$ cat config.mk
export PLATFORM = sky130hd
export DESIGN_NAME = deep_sleep_power_control
export DESIGN_NICKNAME = d
export VERILOG_FILES = /design/src/logic/deep_sleep_pkg.sv /design/src/logic/energy_delay_if.sv /design/src/logic/energy_delay_timer.sv /design/src/logic/deep_sleep_power_control.sv
export SDC_FILE = /design/constraint.sdc
export NUM_CORES = 1
export LEC_CHECK = 0
export BUFFER_PORTS_ARGS = -buffer_cell sky130_fd_sc_hd__buf_4
export CAP_MARGIN = 20
export CORE_MARGIN = 5
export CORE_UTILIZATION = 39
export DETAILED_ROUTE_END_ITERATION = 6
export GPL_TIMING_DRIVEN = 0
export SETUP_SLACK_MARGIN = 0.15
export SLEW_MARGIN = 15
export SYNTH_ARGS = -nofsm -noshare
export SYNTH_HDL_FRONTEND = slang
export SYNTH_SLANG_ARGS = --single-unit
$ cat constraint.sdc
create_clock -name pclk -period 1.75 [get_ports pclk]
set_input_delay 0.2625 -clock pclk [delete_from_list [all_inputs] [get_ports pclk]]
set_output_delay 0.2625 -clock pclk [all_outputs]
set_load 0.01 [all_outputs]
$ cat src/logic/deep_sleep_pkg.sv
package deep_sleep_pkg;

    // ************************************************************
    // Register indices and byte addresses
    // ************************************************************
    localparam int unsigned     ADDR_W          = 8;
    localparam logic [7:0]      IDX_CTRL_A      = 8'h11;
    localparam logic [7:0]      IDX_CTRL_B      = 8'h13;
    localparam logic [7:0]      IDX_CTRL_C      = 8'h14;
    localparam logic [7:0]      IDX_STATUS      = 8'h18;
    localparam logic [7:0]      ADDR_CTRL_A     = 8'h44;
    localparam logic [7:0]      ADDR_CTRL_B     = 8'h4C;
    localparam logic [7:0]      ADDR_CTRL_C     = 8'h50;
    localparam logic [7:0]      ADDR_STATUS     = 8'h60;

    // ************************************************************
    // Field positions
    // ************************************************************
    localparam int unsigned     A_PD_SLOW_CLK   = 6;
    localparam int unsigned     B_HIGH_THRESH   = 15;
    localparam int unsigned     B_UDS_SLOW_CLK  = 0;
    localparam int unsigned     C_METHOD_CPU    = 6;
    localparam int unsigned     C_MANUAL_REQ    = 5;
    localparam int unsigned     C_NV_ACCESS     = 4;
    localparam int unsigned     C_SLEEP_EN      = 3;
    localparam int unsigned     C_RX_TERM_OFF   = 2;
    localparam int unsigned     C_LONG_DELAY    = 1;
    localparam int unsigned     C_DET_POL_LOW   = 0;
    localparam int unsigned     S_SLEEPING      = 0;
    localparam int unsigned     S_MANUAL        = 1;
    localparam int unsigned     S_SLOW_CLK      = 2;
    localparam int unsigned     S_ENERGY        = 3;
    localparam int unsigned     S_QUALIFIED     = 4;
    localparam int unsigned     S_POWERED_DOWN  = 5;

    // ************************************************************
    // Reset values
    // ************************************************************
    localparam logic [15:0]     CTRL_RESET      = 16'h0000;

    // ************************************************************
    // Timing
    // ************************************************************
    localparam int unsigned     CLK_PERIOD_NS   = 10;
    localparam int unsigned     MIN_DELAY_NS    = 160;
    localparam int unsigned     INC_DELAY_NS    = 40000;
    localparam int unsigned     MIN_DELAY_CYC   = (MIN_DELAY_NS + CLK_PERIOD_NS - 1) / CLK_PERIOD_NS;
    localparam int unsigned     INC_DELAY_CYC   = (INC_DELAY_NS + CLK_PERIOD_NS - 1) / CLK_PERIOD_NS;

    typedef enum logic [1:0] {
        ST_AWAKE,
        ST_AUTO_SLEEP,
        ST_MANUAL_SLEEP
    } sleep_state_t;

endpackage

$ cat src/logic/energy_delay_if.sv
`timescale 1ns/1ps
`default_nettype none

interface energy_delay_if;
    logic energy;
    logic long_sel;
    logic qualified;

    modport owner (output energy, output long_sel, input qualified);
    modport timer (input energy, input long_sel, output qualified);
endinterface

`default_nettype wire

$ cat src/logic/energy_delay_timer.sv
`timescale 1ns/1ps
`default_nettype none

module energy_delay_timer #(
    parameter int unsigned MIN_CYC = 16,
    parameter int unsigned INC_CYC = 4000,
    parameter int unsigned CNT_W   = 16
) (
    input  wire logic              pclk,
    input  wire logic              presetn,
    energy_delay_if.timer          dly
);

    logic [CNT_W-1:0] remain;

    initial begin
        if (MIN_CYC < 1 || INC_CYC < MIN_CYC || INC_CYC >= (2 ** CNT_W))
            $error("energy_delay_timer: delay counts do not fit the counter");
    end

    // ************************************************************
    // Hold-off after loss of energy
    // ************************************************************
    // Reload while energy is present so the hold-off always starts full.
    always_ff @(posedge pclk or negedge presetn) begin
        if (!presetn) begin
            remain <= '0;
        end else if (dly.energy) begin
            remain <= dly.long_sel ? CNT_W'(INC_CYC) : CNT_W'(MIN_CYC);
        end else if (remain != '0) begin
            remain <= remain - 1'b1;
        end
    end

    assign dly.qualified = dly.energy || (remain != '0);

endmodule

`default_nettype wire

$ cat src/logic/deep_sleep_power_control.sv
// Functional notes
// - Power-down slow-clock bit swaps in slow oscillator.
// - Deep-sleep slow-clock bit uses slow oscillator asleep.
// - Threshold bit enables high-threshold pulse comparator.
// - Processor method sleeps only on manual request.
// - Writing manual request one with sleep enabled and processor method enters manual sleep.
// - Manual sleep left only by hardware reset.
// - Non-volatile bit enables retained register copy.
// - Sleep enable allows sleep; indicator shows energy.
// - Sleep disabled forces indicator asserted.
// - Termination bit disables receive termination only.
// - Polarity bit makes indicator active low.
// - Delay bit selects hold-off after energy loss.
`timescale 1ns/1ps
`default_nettype none

module deep_sleep_power_control
    import deep_sleep_pkg::*;
#(
    parameter int unsigned INC_CYC = deep_sleep_pkg::INC_DELAY_CYC,
    parameter int unsigned MIN_CYC = deep_sleep_pkg::MIN_DELAY_CYC
) (
    input  wire logic                              pclk,
    input  wire logic                              presetn,
    input  wire logic                              psel,
    input  wire logic                              penable,
    input  wire logic                              pwrite,
    input  wire logic [deep_sleep_pkg::ADDR_W-1:0] paddr,
    input  wire logic [31:0]                       pwdata,
    input  wire logic [3:0]                        pstrb,
    output logic [31:0]                            prdata,
    output logic                                   pready,
    output logic                                   pslverr,
    input  wire logic                              cable_energy,
    input  wire logic                              powered_down,
    output logic                                   slow_clock_select,
    output logic                                   deep_sleep,
    output logic                                   cable_energy_indicator,
    output logic                                   high_threshold_enable,
    output logic                                   rx_termination_disable,
    output logic                                   nv_copy_enable
);

    import deep_sleep_pkg::*;

    logic [15:0]  ctrl_a;
    logic [15:0]  ctrl_b;
    logic [15:0]  ctrl_c;
    logic [1:0]   energy_sync;
    logic [1:0]   pd_sync;
    logic         energy;
    logic         pd;
    sleep_state_t state;
    sleep_state_t next_state;
    logic         wr_en;
    logic [15:0]  status;
    logic         indicator_true;

    energy_delay_if dly ();

    function automatic logic is_mapped(input logic [ADDR_W-1:0] a);
        return (a == ADDR_CTRL_A) || (a == ADDR_CTRL_B) ||
               (a == ADDR_CTRL_C) || (a == ADDR_STATUS);
    endfunction

    function automatic logic [15:0] merge(input logic [15:0] old,
                                          input logic [31:0] wd,
                                          input logic [3:0]  st);
        logic [15:0] r;
        r = old;
        if (st[0]) r[7:0] = wd[7:0];
        if (st[1]) r[15:8] = wd[15:8];
        return r;
    endfunction

    initial begin
        if (MIN_CYC < 1 || INC_CYC < MIN_CYC)
            $error("deep_sleep_power_control: bad delay counts");
    end

    // ************************************************************
    // Pin synchronisers
    // ************************************************************
    always_ff @(posedge pclk or negedge presetn) begin
        if (!presetn) begin
            energy_sync <= 2'h0;
            pd_sync     <= 2'h0;
        end else begin
            energy_sync <= {energy_sync[0], cable_energy};
            pd_sync     <= {pd_sync[0], powered_down};
        end
    end

    assign energy = energy_sync[1];
    assign pd     = pd_sync[1];

    // ************************************************************
    // APB slave
    // ************************************************************
    // Zero wait states: every access completes in its first access cycle.
    assign pready = 1'b1;
    assign wr_en  = psel && penable && pwrite && is_mapped(paddr);

    always_ff @(posedge pclk or negedge presetn) begin
        if (!presetn) begin
            ctrl_a <= CTRL_RESET;
            ctrl_b <= CTRL_RESET;
            ctrl_c <= CTRL_RESET;
        end else if (wr_en) begin
            if (paddr == ADDR_CTRL_A) ctrl_a <= merge(ctrl_a, pwdata, pstrb);
            if (paddr == ADDR_CTRL_B) ctrl_b <= merge(ctrl_b, pwdata, pstrb);
            if (paddr == ADDR_CTRL_C) ctrl_c <= merge(ctrl_c, pwdata, pstrb);
        end
    end

    always_comb begin
        status                 = 16'h0000;
        status[S_SLEEPING]     = (state != ST_AWAKE);
        status[S_MANUAL]       = (state == ST_MANUAL_SLEEP);
        status[S_SLOW_CLK]     = slow_clock_select;
        status[S_ENERGY]       = energy;
        status[S_QUALIFIED]    = dly.qualified;
        status[S_POWERED_DOWN] = pd;
    end

    // Read data is captured in the setup cycle so it is a flop output in the access cycle.
    always_ff @(posedge pclk or negedge presetn) begin
        if (!presetn) begin
            prdata  <= 32'h0000_0000;
            pslverr <= 1'b0;
        end else if (psel && !penable) begin
            pslverr <= !is_mapped(paddr);
            case (paddr)
                ADDR_CTRL_A: prdata <= {16'h0000, ctrl_a};
                ADDR_CTRL_B: prdata <= {16'h0000, ctrl_b};
                ADDR_CTRL_C: prdata <= {16'h0000, ctrl_c};
                ADDR_STATUS: prdata <= {16'h0000, status};
                default:     prdata <= 32'h0000_0000;
            endcase
        end else if (!psel) begin
            pslverr <= 1'b0;
        end
    end

    // ************************************************************
    // Energy hold-off
    // ************************************************************
    assign dly.energy   = energy;
    assign dly.long_sel = ctrl_c[C_LONG_DELAY];

    energy_delay_timer #(
        .MIN_CYC (MIN_CYC),
        .INC_CYC (INC_CYC),
        .CNT_W   (16)
    ) u_timer (
        .pclk    (pclk),
        .presetn (presetn),
        .dly     (dly)
    );

    // ************************************************************
    // Ultra-deep sleep control
    // ************************************************************
    always_comb begin
        next_state = state;
        case (state)
            ST_AWAKE: begin
                if (ctrl_c[C_SLEEP_EN]) begin
                    if (ctrl_c[C_METHOD_CPU]) begin
                        if (ctrl_c[C_MANUAL_REQ]) next_state = ST_MANUAL_SLEEP;
                    end else if (!dly.qualified) begin
                        next_state = ST_AUTO_SLEEP;
                    end
                end
            end
            ST_AUTO_SLEEP: begin
                if (!ctrl_c[C_SLEEP_EN] || ctrl_c[C_METHOD_CPU] || energy)
                    next_state = ST_AWAKE;
            end
            // A manual sleep holds until presetn; clearing the request has no effect.
            ST_MANUAL_SLEEP: next_state = ST_MANUAL_SLEEP;
            default:         next_state = ST_AWAKE;
        endcase
    end

    always_ff @(posedge pclk or negedge presetn) begin
        if (!presetn) begin
            state <= ST_AWAKE;
        end else begin
            state <= next_state;
        end
    end

    // ************************************************************
    // Outputs
    // ************************************************************
    assign indicator_true = !ctrl_c[C_SLEEP_EN] || dly.qualified;

    always_ff @(posedge pclk or negedge presetn) begin
        if (!presetn) begin
            deep_sleep             <= 1'b0;
            slow_clock_select      <= 1'b0;
            cable_energy_indicator <= 1'b1;
            high_threshold_enable  <= 1'b0;
            rx_termination_disable <= 1'b0;
            nv_copy_enable         <= 1'b0;
        end else begin
            deep_sleep             <= (next_state != ST_AWAKE);
            slow_clock_select      <= (ctrl_a[A_PD_SLOW_CLK] && pd) ||
                                      (ctrl_b[B_UDS_SLOW_CLK] && next_state != ST_AWAKE);
            cable_energy_indicator <= indicator_true ^ ctrl_c[C_DET_POL_LOW];
            high_threshold_enable  <= ctrl_b[B_HIGH_THRESH];
            rx_termination_disable <= ctrl_c[C_RX_TERM_OFF];
            nv_copy_enable         <= ctrl_c[C_NV_ACCESS];
        end
    end

endmodule

`default_nettype wire

## Word level (Yosys, flattened, before mapping)

Index checks and enable logic that the tools add are counted.

- Bits in registers: 109
- Bits in latches: 0
- RAM bits: 0
- ROM bits: 0
- Input bits: 51
- Output and inout bits: 40
- Logic and storage cells: 67
- Memories kept: 0

- Add/sub/neg operators: 1
- $mul: 0
- Div/mod/pow operators: 0
- Order comparisons: 0
- Equality and inequality tests: 7
- Shift operators: 0
- Multiplexer cells: 12
- Bitwise logic cells: 1
- Reductions and logical operators: 28

Operator list:

| operator | count |
|---|---|
| $pmux 16 s4 | 1 |
| $eq 8x7->1 const B | 4 |
| $mux 16 | 2 |
| $reduce_and 3->1 | 6 |
| $reduce_bool 16->1 | 1 |
| $sub 16x1->16 const B | 1 |
| $mux 12 | 1 |
| $mux 2 | 5 |
| $logic_or 1x1->1 | 8 |
| $logic_and 1x1->1 | 6 |
| $pmux 2 s3 | 1 |
| $reduce_bool 2->1 | 3 |
| $logic_not 1->1 | 3 |
| $eq 2x1->1 const B | 1 |
| $eq 2x2->1 const B | 1 |
| $logic_not 2->1 | 1 |
| $mux 1 | 2 |
| $ne 2x1->1 const B | 1 |
| $xor 1x1->1 | 1 |

## Longest topological paths before layout

Gate-level depths: netlist of the first run.

- Depth after elaboration: 9
- Gate-level depth with buffers: 6
- Gate-level depth less buffers: 6

## By module

A second synthesis of the first run with hierarchy kept.

- Cells, all modules: 400
- Area total of the unflattened synthesis: 4551.9 µm²

Modules (own cells, without submodules):

| module | instances | cells an instance | area each (µm²) |
|---|---|---|---|
| deep_sleep_power_control | 1 | 295 | 3587.2 |
| energy_delay_timer | 1 | 105 | 964.7 |

## Worst setup path before layout of the first run

No wires, ideal clock.

- Path kind: register to register
- From: register u_timer.remain[3]
- To: register u_timer.remain[13]
- Arrival: 1.691 ns
- Required time: 1.622 ns
- Path slack: -0.069 ns
- Cell stages (with the launch flop): 5
- Period minus slack after synthesis: 1.819 ns
- Path through: dfrtp_1 > nor4_4 > nand2_2 > a2111oi_2 > mux2_1

- Longest elaborated chain between the ends: 3

Ends and longest elaborated chain:

| what | RTL line | RTL |
|---|---|---|
| start, declared | energy_delay_timer.sv:14 | `logic [CNT_W-1:0] remain;` |
| start signal, assigned | energy_delay_timer.sv:29 | `remain <= dly.long_sel ? CNT_W'(INC_CYC) : CNT_W'(MIN_CYC);` |
| start signal, assigned | energy_delay_timer.sv:31 | `remain <= remain - 1'b1;` |
| $sub 16x1->16 | energy_delay_timer.sv:31 |  |
| $mux 16 | energy_delay_timer.sv:30 | `end else if (remain != '0) begin` |
| $mux 16 | energy_delay_timer.sv:28 | `end else if (dly.energy) begin` |

Parallel ways exist; a longest one is shown, timed or not. The select of a mux whose other input is x is not followed.
A chain may end at the register's enable or synchronous reset.

## Worst setup path in the final report of the first run

- From: register u_timer.remain[1]
- To: register u_timer.remain[6]

Same word-level chain as after synthesis.

==> flow_metrics.py, run 1 <==
metrics = {
    "critical_path": {
        "crit_type": "flop to flop",
        "reg2reg_to": "u_timer.remain[6]$_DFFE_PN0N_",
        "r2r_start": "u_timer.remain[1]$_DFFE_PN0N_",
        "crit_path_max_incr_delay_ps": 400,
        "worst-path-buf-inv": 3,
        "timing.critical_path.cells": "inv_2, ha_4, nor4b_4, buf_4, buf_12, nand4_4, nand3_2, mux2_4",
        "crit_path_top_delay_cell": "dfrtp_1",
        "cp-endpoint": "u_timer.remain[6]$_DFFE_PN0N_",
        "critPathLaunchType": "flop",
        "endpoint_kind": "flop",
        "cp_top_family": "simple AND/OR/NAND/NOR gates",
        "crit_cells": 8,
        "reg2regPathDepth": 8,
        "arrival_ps": 2030,
        "r2r_setup_slack_ps": -20,
        "startpoint": "u_timer.remain[1]$_DFFE_PN0N_",
        "worstPathRequired_ps": 2010,
        "path_max_fanout": 5,
    },
    "die": {
        "die-area_sq_um": 13400,
        "start_util": 0.399,
        "chipHeight_microns": 116,
        "ioPinCount": 91,
        "core_sq_um": 10900,
        "die_x_microns": 116,
        "num_rows": 38,
    },
    "final_layout": {
        "layout_commonest_cell": "buf_4",
        "drive_gt1_frac": 0.377,
        "final_cells": 610,
        "area_delta_synth_final_pct": 30.9,
        "finalNetCount": 518,
        "seq_area_sq_um": 2330,
        "nFillCells": 952,
        "mostFrequentLayoutCells": "buf_4 (93), dfrtp_1 (88), mux2_1 (48)",
        "multi_input_comb_area_sq_um": 2090,
        "antenna_cells": 0,
        "final_core_util": 0.523,
    },
    "clock_tree": {
        "cts_tree": "done",
        "cts_root_buffer": "clkbuf_8",
        "cts.sinks": 93,
        "cts_max_path_buffers": 2,
        "clock_latency_ps": 370,
        "clk_pin_slew_worst_paths_ps": 90,
        "h-tree-depth": 3,
        "cts_buffers": 9,
    },
    "routing": {
        "vias": 3119,
        "vias_per_cell": 5.11,
        "drc": 0,
        "drt-wirelength-per-cell_microns": 17.2,
        "first_pass_iters": 4,
        "finalWirelength_mm": 10.5,
        "first_iter_violations": 141,
        "ant_nets": 0,
    },
    "run_status": {
        "status": "finished with violations",
        "violations": "negative setup slack",
    },
    "synthesis": {
        "synth_cells": 355,
        "synth_cell_types": 52,
        "synth_area_sq_um": 4350,
        "synth_warnings": 0,
        "synth-edff-count": 0,
        "synth_flop_cell": "dfrtp_1",
        "synthArstFlopShare": 1.00,
        "ys_seq_area_frac": 0.536,
        "ys_seq_elements": 93,
        "avgSynthCellArea_sq_um": 12.2,
    },
    "pwr": {
        "p_per_area_nw_per_um2": 1150,
        "power_leakage_uw": 0.00274,
        "irDropWorstVdd_mv": 0.623,
        "p_total_uw": 6560,
    },
    "placed_design": {
        "place.gp.congestion": 0.807,
        "portBuffers": 54,
        "dp_hpwl_mm": 7.12,
        "numPlacedInstances": 565,
    },
    "worst_hold_path": {
        "hold_class": "primary input to flop",
        "min_path_cells": 2,
    },
    "sta": {
        "post-route-period-util": 1.01,
        "setup_slack_ps": -16.3,
        "max_freq_ghz": 0.566,
        "setup_violations": 1,
        "max_slew_margin": 0.610,
        "finalSetupTns_ps": -16.3,
        "slew_viol_final": 0,
        "worst_pin_slew_ps": 585,
        "hold_violations": 0,
        "rsz0062_at_grt": "true",
        "fin_worst_skew_ps": 8.93,
        "holdWs_ps": 113,
        "fin_crit_ps": 1770,
    },
    "global_routing": {
        "grt_max_degree": 51,
        "grt_usage": 0.167,
        "grt-ovfl-total": 0,
        "grt_pass1_vias": 3228,
        "grt_pass1_wl_mm": 17.2,
        "antenna_found_initial": 0,
    },
    "job": {
        "max_cap_viol_count": 0,
    },
}
-- worst min path at each step --
| stage | slack [ps] | endpoint | from |
|---|---|---|---|
| floorplan | -30 | ctrl_a[0]$_DFFE_PN0P_ | presetn |
| global placement | 330 | energy_sync[1]$_DFF_PN0_ | energy_sync[0]$_DFF_PN0_ |
| detailed placement | 300 | u_timer.remain[1]$_DFFE_PN0N_ | presetn |
| CTS | 100 | ctrl_b[8]$_DFFE_PN0P_ | pwdata[8] |
| global route | 90 | ctrl_a[8]$_DFFE_PN0P_ | pwdata[8] |
| finish | 110 | ctrl_b[8]$_DFFE_PN0P_ | pwdata[8] |
-- flip-flops by register name (all words and copies together) (netlist names) --
name and flops:
ctrl_b 16, state 2, ctrl_a 16, slow_clock_select 1, u_timer.remain 16, rx_termination_disable 1, deep_sleep 1, energy_sync 2
high_threshold_enable 1, cable_energy_indicator 1, nv_copy_enable 1, pd_sync 2, prdata 16, ctrl_c 16, pslverr 1
-- cell usage after synthesis (all sizes together), types with 5 or more instances --
cell,number,area share
a22o,11,0.022
nand3,6,0.0069
dfrtp,92,0.53
a21oi,15,0.017
nand3b,10,0.017
buf,24,0.037
nand2,25,0.022
inv,5,0.0043
xor2,7,0.014
mux2,53,0.14
nor2b,9,0.013
nor2,16,0.021
o21ai,24,0.028
-- logic make-up (layout without fill, tap and decap cells) --
group	Yosys count	count (layout)	share of synthesized area
XOR/XNOR	10	10	0.0202
AND/OR/NAND/NOR	91	91	0.144
adder cells (fa/ha/maj)	2	2	0.00576
AO/OA/AOI/OAI	71	71	0.111
buffers and inverters	33	133	0.0452
flip-flops	93	93	0.536
other	2	17	0.00173
multiplexers	53	53	0.137
-- metrics by stage --
step | instance area, sq um | setup WS, ps
after CTS | 5530 | 23.6
final | 5690 | -16.3
after floorplan | 4450 | -37.3
after detailed placement | 5060 | -286
after global routing | 5690 | -79.8
after global placement | 5030 | -281
-- final cells by class --
| class | instances | share of cell area |
|---|---|---|
| multi-input cells | 244 | 0.367 |
| plain buffers | 28 | 0.0323 |
| flip-flops and latches | 93 | 0.410 |
| clock buffers | 11 | 0.0249 |
| clock inverters | 5 | 0.0112 |
| inverters | 5 | 0.00330 |
| well taps | 140 | 0.0308 |
| repair buffers | 84 | 0.121 |
-- layer usage --
layer | track usage | part of all wire | vias to the layer above
met4 | 0.0454 | 0.012 | 0
met3 | 0.0454 | 0.049 | 12
met2 | 0.275 | 0.49 | 71
met1 | 0.219 | 0.45 | 1561
li1 | - | - | 1475
met5 | 0 | 0 | -
-- report_power, final --
group	switching, uW	internal, uW
sequential	266	2320
combinational	1190	1270
clock	788	715
total	2250	4310
-- repair_timing --
item	in CTS	in global routing
pin swaps	12	18
gates cloned	0	0
endpoints found under the setup margin	27	77
endpoints found under the hold margin	44	0
gates resized for setup	30	21
hold buffers	3	0
setup buffers	15	11
No activity file was read; power rests on OpenSTA's default activity.
==> run 2, diff against run 1 <==
--- a/config.mk
+++ b/config.mk
@@ -11,2 +11,3 @@
 export CORE_UTILIZATION = 39
+export CTS_BUF_LIST = sky130_fd_sc_hd__clkbuf_4 sky130_fd_sc_hd__clkbuf_8 sky130_fd_sc_hd__clkbuf_16
 export DETAILED_ROUTE_END_ITERATION = 6
--- a/constraint.sdc
+++ b/constraint.sdc
@@ -3,2 +3,2 @@
 set_output_delay 0.2625 -clock pclk [all_outputs]
-set_load 0.01 [all_outputs]
+set_load 0.005 [all_outputs]
==> run 2 against run 1 <==
Net effect:
- the flow still finishes with violations (negative setup slack)
- global-route usage hardly changed
- utilization is 0.16 points lower
- worst setup slack improved by 3.8 ps
- clock skew barely moved
- highest routed layer unchanged
- clock-buffer cell count is the same
- critical path type unchanged
- final area down 0.31%
- clock power about the same
- critical endpoint is now u_timer.remain[14]$_DFFE_PN0N_
==> flow_metrics.py, run 2 (synthesis gave the netlist of run 1 again) <==
metrics = {
    "run_status": {
        "status": "finished with violations",
        "violations": "negative setup slack",
    },
    "final_layout": {
        "antenna_cells": 0,
        "finalNetCount": 518,
        "drive_gt1_frac": 0.368,
        "layout_commonest_cell": "buf_4",
        "area_delta_synth_final_pct": 30.5,
        "final_cell_area_sq_um": 5670,
        "nFillCells": 955,
        "final_core_util": 0.521,
        "mostFrequentLayoutCells": "buf_4 (94), dfrtp_1 (88), mux2_1 (48)",
    },
    "critical_path": {
        "path_max_fanout": 4,
        "endpoint_kind": "flop",
        "r2r_setup_slack_ps": -10,
        "worstPathRequired_ps": 2010,
        "crit_type": "flop to flop",
        "critPathLaunchType": "flop",
        "arrival_ps": 2020,
    },
    "sta": {
        "slew_viol_final": 0,
        "rsz0062_at_grt": "true",
        "hold_violations": 0,
        "setup_slack_ps": -12.5,
        "max_slew_margin": 0.609,
        "fin_worst_skew_ps": 8.93,
        "worst_pin_slew_ps": 587,
        "setup_violations": 2,
        "post-route-period-util": 1.01,
        "max_freq_ghz": 0.567,
        "fin_crit_ps": 1760,
    },
    "global_routing": {
        "antenna_found_initial": 0,
        "grt-ovfl-total": 0,
        "grt_pass1_vias": 3236,
        "grt_max_degree": 51,
        "grt_pass1_wl_mm": 17.2,
        "grt_usage": 0.168,
    },
    "placed_design": {
        "place.gp.congestion": 0.807,
        "portBuffers": 54,
        "dp_hpwl_mm": 7.12,
        "pre_cts_ws_ps": -286,
        "placed_area_sq_um": 5060,
    },
    "routing": {
        "wl_met3_microns": 585,
        "drt-wirelength-per-cell_microns": 17.1,
        "first_iter_violations": 134,
        "vias": 3115,
        "met1_length_mm": 4.55,
        "first_pass_iters": 5,
        "vias_per_cell": 5.11,
        "ant_nets": 0,
        "top_layer": "met4",
        "wl_met2_mm": 5.17,
        "drc": 0,
        "finalWirelength_mm": 10.4,
    },
    "job": {
        "max_cap_viol_count": 0,
    },
    "clock_tree": {
        "cts_root_buffer": "clkbuf_8",
        "cts_buffers": 9,
        "clock_latency_ps": 370,
        "h-tree-depth": 3,
        "cts_tree": "done",
        "clk_pin_slew_worst_paths_ps": 90,
        "cts_max_path_buffers": 2,
        "cts.sinks": 93,
    },
    "die": {
        "die-area_sq_um": 13400,
        "ioPinCount": 91,
        "start_util": 0.399,
        "chipHeight_microns": 116,
        "die_x_microns": 116,
        "num_rows": 38,
        "core_sq_um": 10900,
    },
    "pwr": {
        "p_per_area_nw_per_um2": 1150,
        "irDropWorstVdd_mv": 0.628,
        "power_leakage_uw": 0.00273,
    },
    "worst_hold_path": {
        "hold_class": "primary input to flop",
    },
}
-- run 2: cell counts in the layout (fill, tap and decap cells not counted) --
No cell type changed its count.
-- run 2: worst max-delay path, stage by stage (launching register included) --
cell and delay, ps:
dfrtp_2 450, nor4_4 350, buf_4 180, nand4_1 170, buf_4 190, o41ai_1 320
-- run 2: path summary, 6_finish.rpt --
check	from	end	cells after the start
max reg2reg	u_timer.remain[7]$_DFFE_PN0N_	u_timer.remain[14]$_DFFE_PN0N_	5
max	u_timer.remain[7]$_DFFE_PN0N_	u_timer.remain[14]$_DFFE_PN0N_	5
min	pwdata[3]	ctrl_c[3]$_DFFE_PN0P_	2
min reg2reg	pd_sync[0]$_DFF_PN0_	pd_sync[1]$_DFF_PN0_	0
max in group asynchronous	presetn	prdata[13]$_DFFE_PN0P_	3
min in group asynchronous	presetn	u_timer.remain[1]$_DFFE_PN0N_	2
-- run 2: layout make-up --
type	count	area, sq um	area share
multi-input combinational	244	2070	0.365
sequential	93	2330	0.411
buffer	28	184	0.0324
inverter	5	18.8	0.00331
clock buffer	11	145	0.0256
tap	140	175	0.0309
timing repair buffer	84	682	0.120
clock inverter	5	63.8	0.0113
-- run 2: where the power goes --
part	total, uW	switching, uW	leakage (uW)	internal [uW]
logic	2400	1150	0.00136	1250
clock network	1520	787	0.000104	731
registers	2600	277	0.00127	2320
-- run 2: stage by stage --
stage	power, uW	hold WS, ps	cells	setup TNS [ps]
5_1_grt	6870	94.3	610	-562
3_5_place_dp	4060	303	565	-16630
6_report	6510	114	610	-24.5
2_1_floorplan	3650	-33.1	370	-108
4_1_cts	6260	98.4	599	0
3_3_place_gp	4010	333	564	-15590
-- run 2: timing repair --
action,4_1_cts,5_1_grt
setup buffers,15,11
setup endpoints to repair,27,77
hold buffers,3,0
gates resized for setup,30,15
pin swaps,12,13
hold endpoints to repair,44,0
gates cloned,0,0
-- run 2: routing by layer --
| layer | track usage | up-vias |
|---|---|---|
| li1 | - | 1473 |
| met1 | 0.220 | 1558 |
| met2 | 0.275 | 77 |
| met3 | 0.0454 | 7 |
| met4 | 0.0454 | 0 |
| met5 | 0 | - |
